File: config.mk
export PLATFORM = sky130hd
export DESIGN_NAME = rtw_top
export DESIGN_NICKNAME = d
export VERILOG_FILES = /design/src/rtw_pkg.sv /design/src/rtw_top.sv /design/src/rtw_ptr.sv /design/src/rtw_unlock.sv
export SDC_FILE = /design/constraint.sdc
export NUM_CORES = 1
export LEC_CHECK = 0
export BUFFER_PORTS_ARGS = -buffer_cell sky130_fd_sc_hd__buf_2
export CAP_MARGIN = 20
export CORE_UTILIZATION = 40
export DETAILED_ROUTE_END_ITERATION = 10
export SLEW_MARGIN = 30
export SYNTH_ARGS = -nofsm -noshare
export SYNTH_HDL_FRONTEND = slang
export SYNTH_SLANG_ARGS = --single-unit
File: constraint.sdc
create_clock -name clk -period 1.6 [get_ports clk]
set_input_delay 0.24 -clock clk [delete_from_list [all_inputs] [get_ports clk]]
set_output_delay 0.24 -clock clk [all_outputs]
set_load 0.01 [all_outputs]
File: src/rtw_pkg.sv
// Constants, offsets and types shared by the clock register window files
package rtw_pkg;

    // Register bus shape
    localparam int ADDR_W = 3;
    localparam int DATA_W = 16;

    // Register offsets on the plain register port
    localparam logic [ADDR_W-1:0] OFS_CLK_CFG = 3'h0;
    localparam logic [ADDR_W-1:0] OFS_ALM_CFG = 3'h1;
    localparam logic [ADDR_W-1:0] OFS_TIME_LO = 3'h2;
    localparam logic [ADDR_W-1:0] OFS_TIME_HI = 3'h3;
    localparam logic [ADDR_W-1:0] OFS_ALM_LO  = 3'h4;
    localparam logic [ADDR_W-1:0] OFS_ALM_HI  = 3'h5;
    localparam logic [ADDR_W-1:0] OFS_KEY     = 3'h6;

    // Field positions in the two configuration registers
    localparam int PTR_LSB  = 8;
    localparam int PTR_MSB  = 9;
    localparam int WREN_BIT = 13;
    localparam int LOW_MSB  = 7;

    // Pointer values
    localparam logic [1:0] PTR_ZERO = 2'h0;
    localparam logic [1:0] PTR_LAST = 2'h3;

    // Unlock key bytes
    localparam logic [7:0] KEY_FIRST  = 8'h55;
    localparam logic [7:0] KEY_SECOND = 8'hAA;

    // Storage: entry index is {pointer, high byte}
    localparam int IDX_W        = 3;
    localparam int TIME_ENTRIES = 7;
    localparam int ALM_ENTRIES  = 6;
    localparam logic [7:0]        BYTE_ZERO = 8'h00;
    localparam logic [DATA_W-1:0] WORD_ZERO = 16'h0000;

    // Unlock sequence states
    typedef enum logic [1:0] {
        KEY_IDLE = 2'b00,
        KEY_HALF = 2'b01,
        KEY_OPEN = 2'b10
    } rtw_key_state_t;

endpackage

File: src/rtw_top.sv
// Clock and alarm register windows with pointer walk and write lock
//
// Notes on behaviour
// - The time pointer sits at bits 9:8 of the clock config register and picks the time pair.
// - A write to the time high byte steps the time pointer down, stopping at zero.
// - Time pointer 0 is min/sec, 1 weekday/hours, 2 month/day, 3 year in the low byte only.
// - The alarm pointer sits at bits 9:8 of the alarm config register and picks the alarm pair.
// - A write to the alarm high byte steps the alarm pointer down, stopping at zero.
// - Alarm pointer 0 is min/sec, 1 weekday/hours, 2 month/day, 3 maps nothing.
// - Reading either alarm window byte steps the alarm pointer down, stopping at zero.
// - Reading either time window byte steps the time pointer down, stopping at zero.
// - Writing a window low byte leaves its pointer alone.
// - Time bytes change only while the time write enable bit 13 is set.
// - The enable bit can be set only in the one cycle after the 55h then AAh key writes.
`timescale 1ns/1ps
`default_nettype none
module rtw_top
    import rtw_pkg::*;
(
    input  wire logic              clk,
    input  wire logic              arst_n,
    input  wire logic [ADDR_W-1:0] addr,
    input  wire logic [DATA_W-1:0] wdata,
    input  wire logic              wr,
    input  wire logic              rd,
    output logic      [DATA_W-1:0] rdata,
    output logic                   time_write_enable
);

    logic [1:0]        tptr;
    logic [1:0]        aptr;
    logic [7:0]        cal;
    logic [7:0]        alm_low;
    logic              window_open;
    logic [7:0]        tbyte [TIME_ENTRIES];
    logic [7:0]        abyte [ALM_ENTRIES];
    logic [DATA_W-1:0] next_rdata;

    // Address decode
    wire wr_clk_cfg = wr && (addr == OFS_CLK_CFG);
    wire wr_alm_cfg = wr && (addr == OFS_ALM_CFG);
    wire wr_time_lo = wr && (addr == OFS_TIME_LO);
    wire wr_time_hi = wr && (addr == OFS_TIME_HI);
    wire wr_alm_lo  = wr && (addr == OFS_ALM_LO);
    wire wr_alm_hi  = wr && (addr == OFS_ALM_HI);
    wire wr_key     = wr && (addr == OFS_KEY);
    wire rd_time    = rd && ((addr == OFS_TIME_LO) || (addr == OFS_TIME_HI));
    wire rd_alm     = rd && ((addr == OFS_ALM_LO) || (addr == OFS_ALM_HI));

    // Pointer steps: high-byte writes and any byte read
    wire tptr_dec = wr_time_hi || rd_time;
    wire aptr_dec = wr_alm_hi || rd_alm;

    // Time pointer in the clock config register
    rtw_ptr u_time_ptr (
        .clk      (clk),
        .arst_n   (arst_n),
        .load     (wr_clk_cfg),
        .load_val (wdata[PTR_MSB:PTR_LSB]),
        .dec      (tptr_dec),
        .ptr      (tptr)
    );

    // Alarm pointer in the alarm config register
    rtw_ptr u_alarm_ptr (
        .clk      (clk),
        .arst_n   (arst_n),
        .load     (wr_alm_cfg),
        .load_val (wdata[PTR_MSB:PTR_LSB]),
        .dec      (aptr_dec),
        .ptr      (aptr)
    );

    // Key sequence; every non-key access counts as a break
    rtw_unlock u_unlock (
        .clk          (clk),
        .arst_n       (arst_n),
        .key_wr       (wr_key),
        .key_byte     (wdata[LOW_MSB:0]),
        .other_access ((wr && !wr_key) || rd),
        .window_open  (window_open)
    );

    // Clearing is always allowed; setting needs the open window or an already set bit
    wire next_wren = wdata[WREN_BIT] && (time_write_enable || window_open);

    // Configuration storage
    always_ff @(posedge clk or negedge arst_n) begin
        if (!arst_n) begin
            time_write_enable <= 1'b0;
            cal               <= BYTE_ZERO;
            alm_low           <= BYTE_ZERO;
        end else begin
            if (wr_clk_cfg) begin
                time_write_enable <= next_wren;
                cal               <= wdata[LOW_MSB:0];
            end
            if (wr_alm_cfg) begin
                alm_low <= wdata[LOW_MSB:0];
            end
        end
    end

    // Entry selection: {pointer, high byte}; index 7 maps nothing
    wire [IDX_W-1:0] time_idx = {tptr, (addr == OFS_TIME_HI)};
    wire [IDX_W-1:0] alm_idx  = {aptr, (addr == OFS_ALM_HI)};
    wire             time_we  = (wr_time_lo || wr_time_hi) && time_write_enable;
    wire             alm_we   = wr_alm_lo || wr_alm_hi;

    // Time and alarm byte storage, one flop byte per entry
    genvar gi;
    generate
        for (gi = 0; gi < TIME_ENTRIES; gi++) begin : g_time
            always_ff @(posedge clk or negedge arst_n) begin
                if (!arst_n) begin
                    tbyte[gi] <= BYTE_ZERO;
                end else if (time_we && (time_idx == IDX_W'(gi))) begin
                    tbyte[gi] <= wdata[LOW_MSB:0];
                end
            end
        end
        for (gi = 0; gi < ALM_ENTRIES; gi++) begin : g_alarm
            // Pointer 3 lands on indices 6 and 7, neither exists here
            always_ff @(posedge clk or negedge arst_n) begin
                if (!arst_n) begin
                    abyte[gi] <= BYTE_ZERO;
                end else if (alm_we && (alm_idx == IDX_W'(gi))) begin
                    abyte[gi] <= wdata[LOW_MSB:0];
                end
            end
        end
    endgenerate

    // Window read bytes; unmapped slots read as zero
    wire [7:0] time_rd = (time_idx < IDX_W'(TIME_ENTRIES)) ? tbyte[time_idx] : BYTE_ZERO;
    wire [7:0] alm_rd  = (alm_idx < IDX_W'(ALM_ENTRIES)) ? abyte[alm_idx] : BYTE_ZERO;

    // Readback words of the two config registers
    wire [DATA_W-1:0] clk_cfg_word = {2'h0, time_write_enable, 3'h0, tptr, cal};
    wire [DATA_W-1:0] alm_cfg_word = {6'h00, aptr, alm_low};

    // Read mux; values sampled before the pointer steps
    assign next_rdata = (addr == OFS_CLK_CFG) ? clk_cfg_word :
                        (addr == OFS_ALM_CFG) ? alm_cfg_word :
                        ((addr == OFS_TIME_LO) || (addr == OFS_TIME_HI)) ? {BYTE_ZERO, time_rd} :
                        ((addr == OFS_ALM_LO) || (addr == OFS_ALM_HI)) ? {BYTE_ZERO, alm_rd} :
                        WORD_ZERO;

    // Read data valid only in the cycle after the strobe
    always_ff @(posedge clk or negedge arst_n) begin
        if (!arst_n) begin
            rdata <= WORD_ZERO;
        end else begin
            rdata <= rd ? next_rdata : WORD_ZERO;
        end
    end
endmodule
`default_nettype wire

File: src/rtw_ptr.sv
// Two-bit window pointer that loads from software and counts down to zero
`timescale 1ns/1ps
`default_nettype none
module rtw_ptr
    import rtw_pkg::*;
(
    input  wire logic       clk,
    input  wire logic       arst_n,
    input  wire logic       load,
    input  wire logic [1:0] load_val,
    input  wire logic       dec,
    output var  logic [1:0] ptr
);

    logic [1:0] next_ptr;

    // Load wins; decrement saturates at zero
    assign next_ptr = load ? load_val :
                      (dec && (ptr != PTR_ZERO)) ? (ptr - 2'h1) : ptr;

    // Pointer register
    always_ff @(posedge clk or negedge arst_n) begin
        if (!arst_n) begin
            ptr <= PTR_ZERO;
        end else begin
            ptr <= next_ptr;
        end
    end

endmodule
`default_nettype wire

File: src/rtw_unlock.sv
// Key sequence detector that opens a one-cycle write-enable window
`timescale 1ns/1ps
`default_nettype none
module rtw_unlock
    import rtw_pkg::*;
(
    input  wire logic       clk,
    input  wire logic       arst_n,
    input  wire logic       key_wr,
    input  wire logic [7:0] key_byte,
    input  wire logic       other_access,
    output logic            window_open
);

    rtw_key_state_t state;
    rtw_key_state_t next_state;

    wire first_key  = key_wr && (key_byte == KEY_FIRST);
    wire second_key = key_wr && (key_byte == KEY_SECOND);

    // Any stray access breaks the sequence; idle cycles do not
    always_comb begin
        next_state = state;
        unique case (state)
            KEY_IDLE: begin
                if (first_key) begin
                    next_state = KEY_HALF;
                end
            end
            KEY_HALF: begin
                if (second_key) begin
                    next_state = KEY_OPEN;
                end else if (first_key) begin
                    next_state = KEY_HALF;
                end else if (key_wr || other_access) begin
                    next_state = KEY_IDLE;
                end
            end
            KEY_OPEN: begin
                // Window lasts one cycle only
                next_state = first_key ? KEY_HALF : KEY_IDLE;
            end
            default: begin
                next_state = KEY_IDLE;
            end
        endcase
    end

    // State register
    always_ff @(posedge clk or negedge arst_n) begin
        if (!arst_n) begin
            state <= KEY_IDLE;
        end else begin
            state <= next_state;
        end
    end

    assign window_open = (state == KEY_OPEN);

endmodule
`default_nettype wire

==> results.txt <==
- Final hold violation count: 0
- In this run the vertical extent of the chip is about 130 µm.
- After clock tree synthesis, the clock-pin slew on the worst setup and hold paths is 60 ps.
- The die is 131 µm wide.
- The die covers roughly 0.017 mm².
- ANT nets after route: 0
* Number of buffers added by the clock tree synthesis step: 17
- Once placement completed, the tool counted placed cells totaling approximately 800.
- Once the floorplan was initialized, standard cells occupied between 40 and 50% of the core.
* EDFF count, synth: 0
- Final-stage net count: ~630
- All-Layer GR Usage: about a fifth
- With fillers left out, the area of the finished cells amounts to about 0.0086 mm².
* Via count of the first global-routing pass: around 4700
* Worst hold slack across all endpoints: 56.7 ps
- In this run, synthesis produced a sequential element count of 138.
- Setup violations remaining at the end of the flow were counted as 4.
- At the placement stage, the worst setup path has a slack of -279 ps.
- After filler insertion, the fill cell instance count of the layout stands at 1384.
* Combinational family with the most area after synthesis: multiplexers
- Class of the most critical setup path: flop to flop
* Leakage: 4.06 nW
- Max-cap violations in this run came to 0.
- Of the synthesized area, sequential elements account for 51.7%.
- Clock Latency Late Sink: roughly 430 ps
- Summed over all instances, the cell type with the most area after synthesis is sky130_fd_sc_hd__dfrtp_1.
- In the synthesized netlist, the number of instances is 499.
- After synthesis the cells add up to 0.00668 mm².
- After the flow finishes, the layout carries non-filler instances totaling 834.
- Buffer cell driving the clock tree root: sky130_fd_sc_hd__clkbuf_16
- Async S/R FF share, synth: 100%
- The number of antenna violations at the first check in global routing is 0.
* Count of distinct cell types in the synthesized netlist: 55
* Cell types with the largest area share after synthesis: sky130_fd_sc_hd__dfrtp_1 52%, sky130_fd_sc_hd__mux2_2 18%, sky130_fd_sc_hd__mux4_2 4.0%
- Between clock sinks in the finished design, the worst skew comes to 10.2 ps.
- Summing the areas of all compound-gate instances in the mapped netlist gives 4.87% of the synthesized area.
- Final weighted congestion in routability-driven placement: 0.858
- Area growth, synth to finish: 28.7%
- The worst setup path is captured at a flop.
- Critical path fanouts, max: 6
* DRC viols: 0
- In this run the core area contains 46 standard-cell rows.
- Power density over the cells: roughly 1400 mW/mm²
- Diodes inserted: 0
* Peak VDD IR: 0.676 mV
- Global route overflow: 0
- The share of synthesized area in the top cell type comes to 51.7%.
- Dividing the detail-routed wire length by the instance count gives 19.9 µm.
* Ports: 40
- Warning count from the yosys run: 0
- Fraction of layout instances using a drive strength above 1: 53.2%
* Maximum number of pins on one net before global-route repair: 46
- Post-synthesis share of cell area spent on full adders, half adders and majority gates: 0.749%
- TritonCTS built the clock tree.
- The longest clock path from root to sink contains 2 buffers.
* Worst hold path type: input pin to flop
* Core box area: between 0.015 and 0.02 mm²
- The checks that failed: negative setup slack.
* Xor and xnor fraction of the mapped netlist area: 0.262%
- Setup ws final: -6.79 ps
- Total Power Consumption: 0.0117 W
* Via count: ~4400
- Clock period minus worst slack: 1610 ps
- Mean cell area of the mapped netlist: 13.4 µm²
* Number of sinks on the clock net: 138
- The first global-routing pass estimated between 20000 and 30000 µm of wire.
* Critical path data required time: 1910 ps
* Multiplexer share of the synthesized area: 29.6%
* Aggregate routed wire length: 16600 µm
- The first TritonRoute pass finished after 5 iterations.
- For the worst setup path, the data arrival time is 1920 ps.
- Count of H-tree levels built during CTS: 4
- Simple-gate share of the synthesized area: 8.90%
* Outcome: finished, violations left
- Max frequency: 0.622 GHz
- Top_reg_cell synth: sky130_fd_sc_hd__dfrtp_1
- Once placement finished, the instance area stood at 0.00770 mm².
* Fin crit share: 100%
* Detailed-route vias per instance: 5.30
* Final number of max-transition violations: 0
* Unrepaired setup endpoints after global routing: true
* Post-detail-place hpwl: 11600 µm
* Port Buf Inserts: 29
* DR iter-0 viols: 270
- Startpoint class of the critical path: flop
per-stage QoR:
stage	TNS (ps)	util, %
detailed placement	-18910	47.8
CTS	-17.1	51.9
floorplan	-1620	-
global placement	-16810	47.8
global route	-1310	53.4
finish	-14.9	53.4
Yosys cell counts, types with 3 or more instances:
library cell / number
sky130_fd_sc_hd__nand2b_1: 4
sky130_fd_sc_hd__nor3b_1: 3
sky130_fd_sc_hd__a21oi_1: 19
sky130_fd_sc_hd__clkbuf_1: 13
sky130_fd_sc_hd__mux4_2: 12
sky130_fd_sc_hd__nor3_1: 5
sky130_fd_sc_hd__nand3_1: 11
sky130_fd_sc_hd__a31oi_1: 4
sky130_fd_sc_hd__ha_1: 4
sky130_fd_sc_hd__buf_2: 10
sky130_fd_sc_hd__or4bb_1: 3
sky130_fd_sc_hd__inv_1: 5
sky130_fd_sc_hd__buf_6: 4
sky130_fd_sc_hd__nor3_2: 3
sky130_fd_sc_hd__mux2_4: 16
sky130_fd_sc_hd__dfrtp_1: 138
sky130_fd_sc_hd__nand2_1: 32
sky130_fd_sc_hd__o21ai_0: 11
sky130_fd_sc_hd__nand3b_1: 3
sky130_fd_sc_hd__mux2_2: 109
sky130_fd_sc_hd__nor2_1: 7
sky130_fd_sc_hd__buf_4: 11
sky130_fd_sc_hd__a221o_1: 3
sky130_fd_sc_hd__or3_1: 4
sky130_fd_sc_hd__o22ai_1: 3
sky130_fd_sc_hd__mux2i_1: 22
logic make-up after synthesis:
group / after synthesis
flip-flops: 138
adder cells (fa/ha/maj): 4
multiplexers: 161
XOR/XNOR: 2
buffers and inverters: 46
AND/OR/NAND/NOR: 95
AO/OA/AOI/OAI: 52
other: 1
power breakdown:
| group | internal, W | leakage, nW | switching [W] |
|---|---|---|---|
| combinational | 0.00173 | 1.97 | 0.00139 |
| clock | 0.00234 | 0.276 | 0.00155 |
| sequential | 0.00424 | 1.82 | 0.000486 |
| total | 0.00832 | 4.06 | 0.00343 |
worst paths after layout:
kind,start,to,slack [ps],cells after the start
max,u_time_ptr.ptr[1]$_DFFE_PN0P_,tbyte[8]$_DFFE_PN0P_,-7,4
min,wdata[9],u_time_ptr.ptr[1]$_DFFE_PN0P_,60,3
max reg2reg,u_time_ptr.ptr[1]$_DFFE_PN0P_,tbyte[8]$_DFFE_PN0P_,-7,4
min reg2reg,tbyte[0]$_DFFE_PN0P_,tbyte[0]$_DFFE_PN0P_,490,1
max in group asynchronous,arst_n,abyte[2]$_DFFE_PN0P_,630,3
min in group asynchronous,arst_n,cal[3]$_DFFE_PN0P_,300,2
area by class of cell:
cell class / count / area, µm² / area share [%]
Inverter: 7 / 31.3 / 0.364
Clock buffer: 19 / 443 / 5.15
Tap cell: 216 / 270 / 3.14
Timing Repair Buffer: 122 / 1020 / 11.9
Sequential cell: 138 / 3460 / 40.2
Clock inverter: 13 / 144 / 1.67
Multi-Input combinational cell: 319 / 3230 / 37.6
routing by layer:
| metal | wire length, µm | track usage (%) | vias to the layer above |
|---|---|---|---|
| li1 | - | - | 2020 |
| met1 | 7640 | 28.0 | 2281 |
| met2 | 7910 | 31.6 | 98 |
| met3 | 709 | 4.63 | 21 |
| met4 | 316 | 7.91 | 0 |
| met5 | 0 | 0 | - |
registers in the layout, summed over array words and instances (netlist names):
name,flops
u_alarm_ptr.ptr,2
rdata,11
alm_low,8
tbyte,56
u_time_ptr.ptr,2
u_unlock.state,2
time_write_enable,1
abyte,48
cal,8
what timing repair did:
| action | in CTS | in global routing |
|---|---|---|
| endpoints found under the setup margin | 71 | 97 |
| buffers inserted | 2 | 4 |
| hold buffers | 1 | 0 |
| endpoints found under the hold margin | 36 | 0 |
| gates resized for setup | 19 | 48 |
| pin swaps | 6 | 12 |
cell usage in the layout, fill, tap and decap left out, types with 9 or more instances in the layout:
cell and count:
sky130_fd_sc_hd__mux4_2 12, sky130_fd_sc_hd__mux2i_1 21, sky130_fd_sc_hd__buf_2 28, sky130_fd_sc_hd__buf_12 11
sky130_fd_sc_hd__buf_4 73, sky130_fd_sc_hd__a21oi_1 16, sky130_fd_sc_hd__o21ai_0 10, sky130_fd_sc_hd__mux2_4 47
sky130_fd_sc_hd__mux2_2 78, sky130_fd_sc_hd__nand2_1 31, sky130_fd_sc_hd__nand3_1 10, sky130_fd_sc_hd__dfrtp_1 134
sky130_fd_sc_hd__clkbuf_16 17, sky130_fd_sc_hd__buf_6 9
critical path: stages, from the launching register on:
cell	delay [ps]
sky130_fd_sc_hd__dfrtp_2	420
sky130_fd_sc_hd__nand4_1	180
sky130_fd_sc_hd__or3_4	450
sky130_fd_sc_hd__buf_6	150
sky130_fd_sc_hd__mux2_4	290
(Power assumes the default switching activity.)
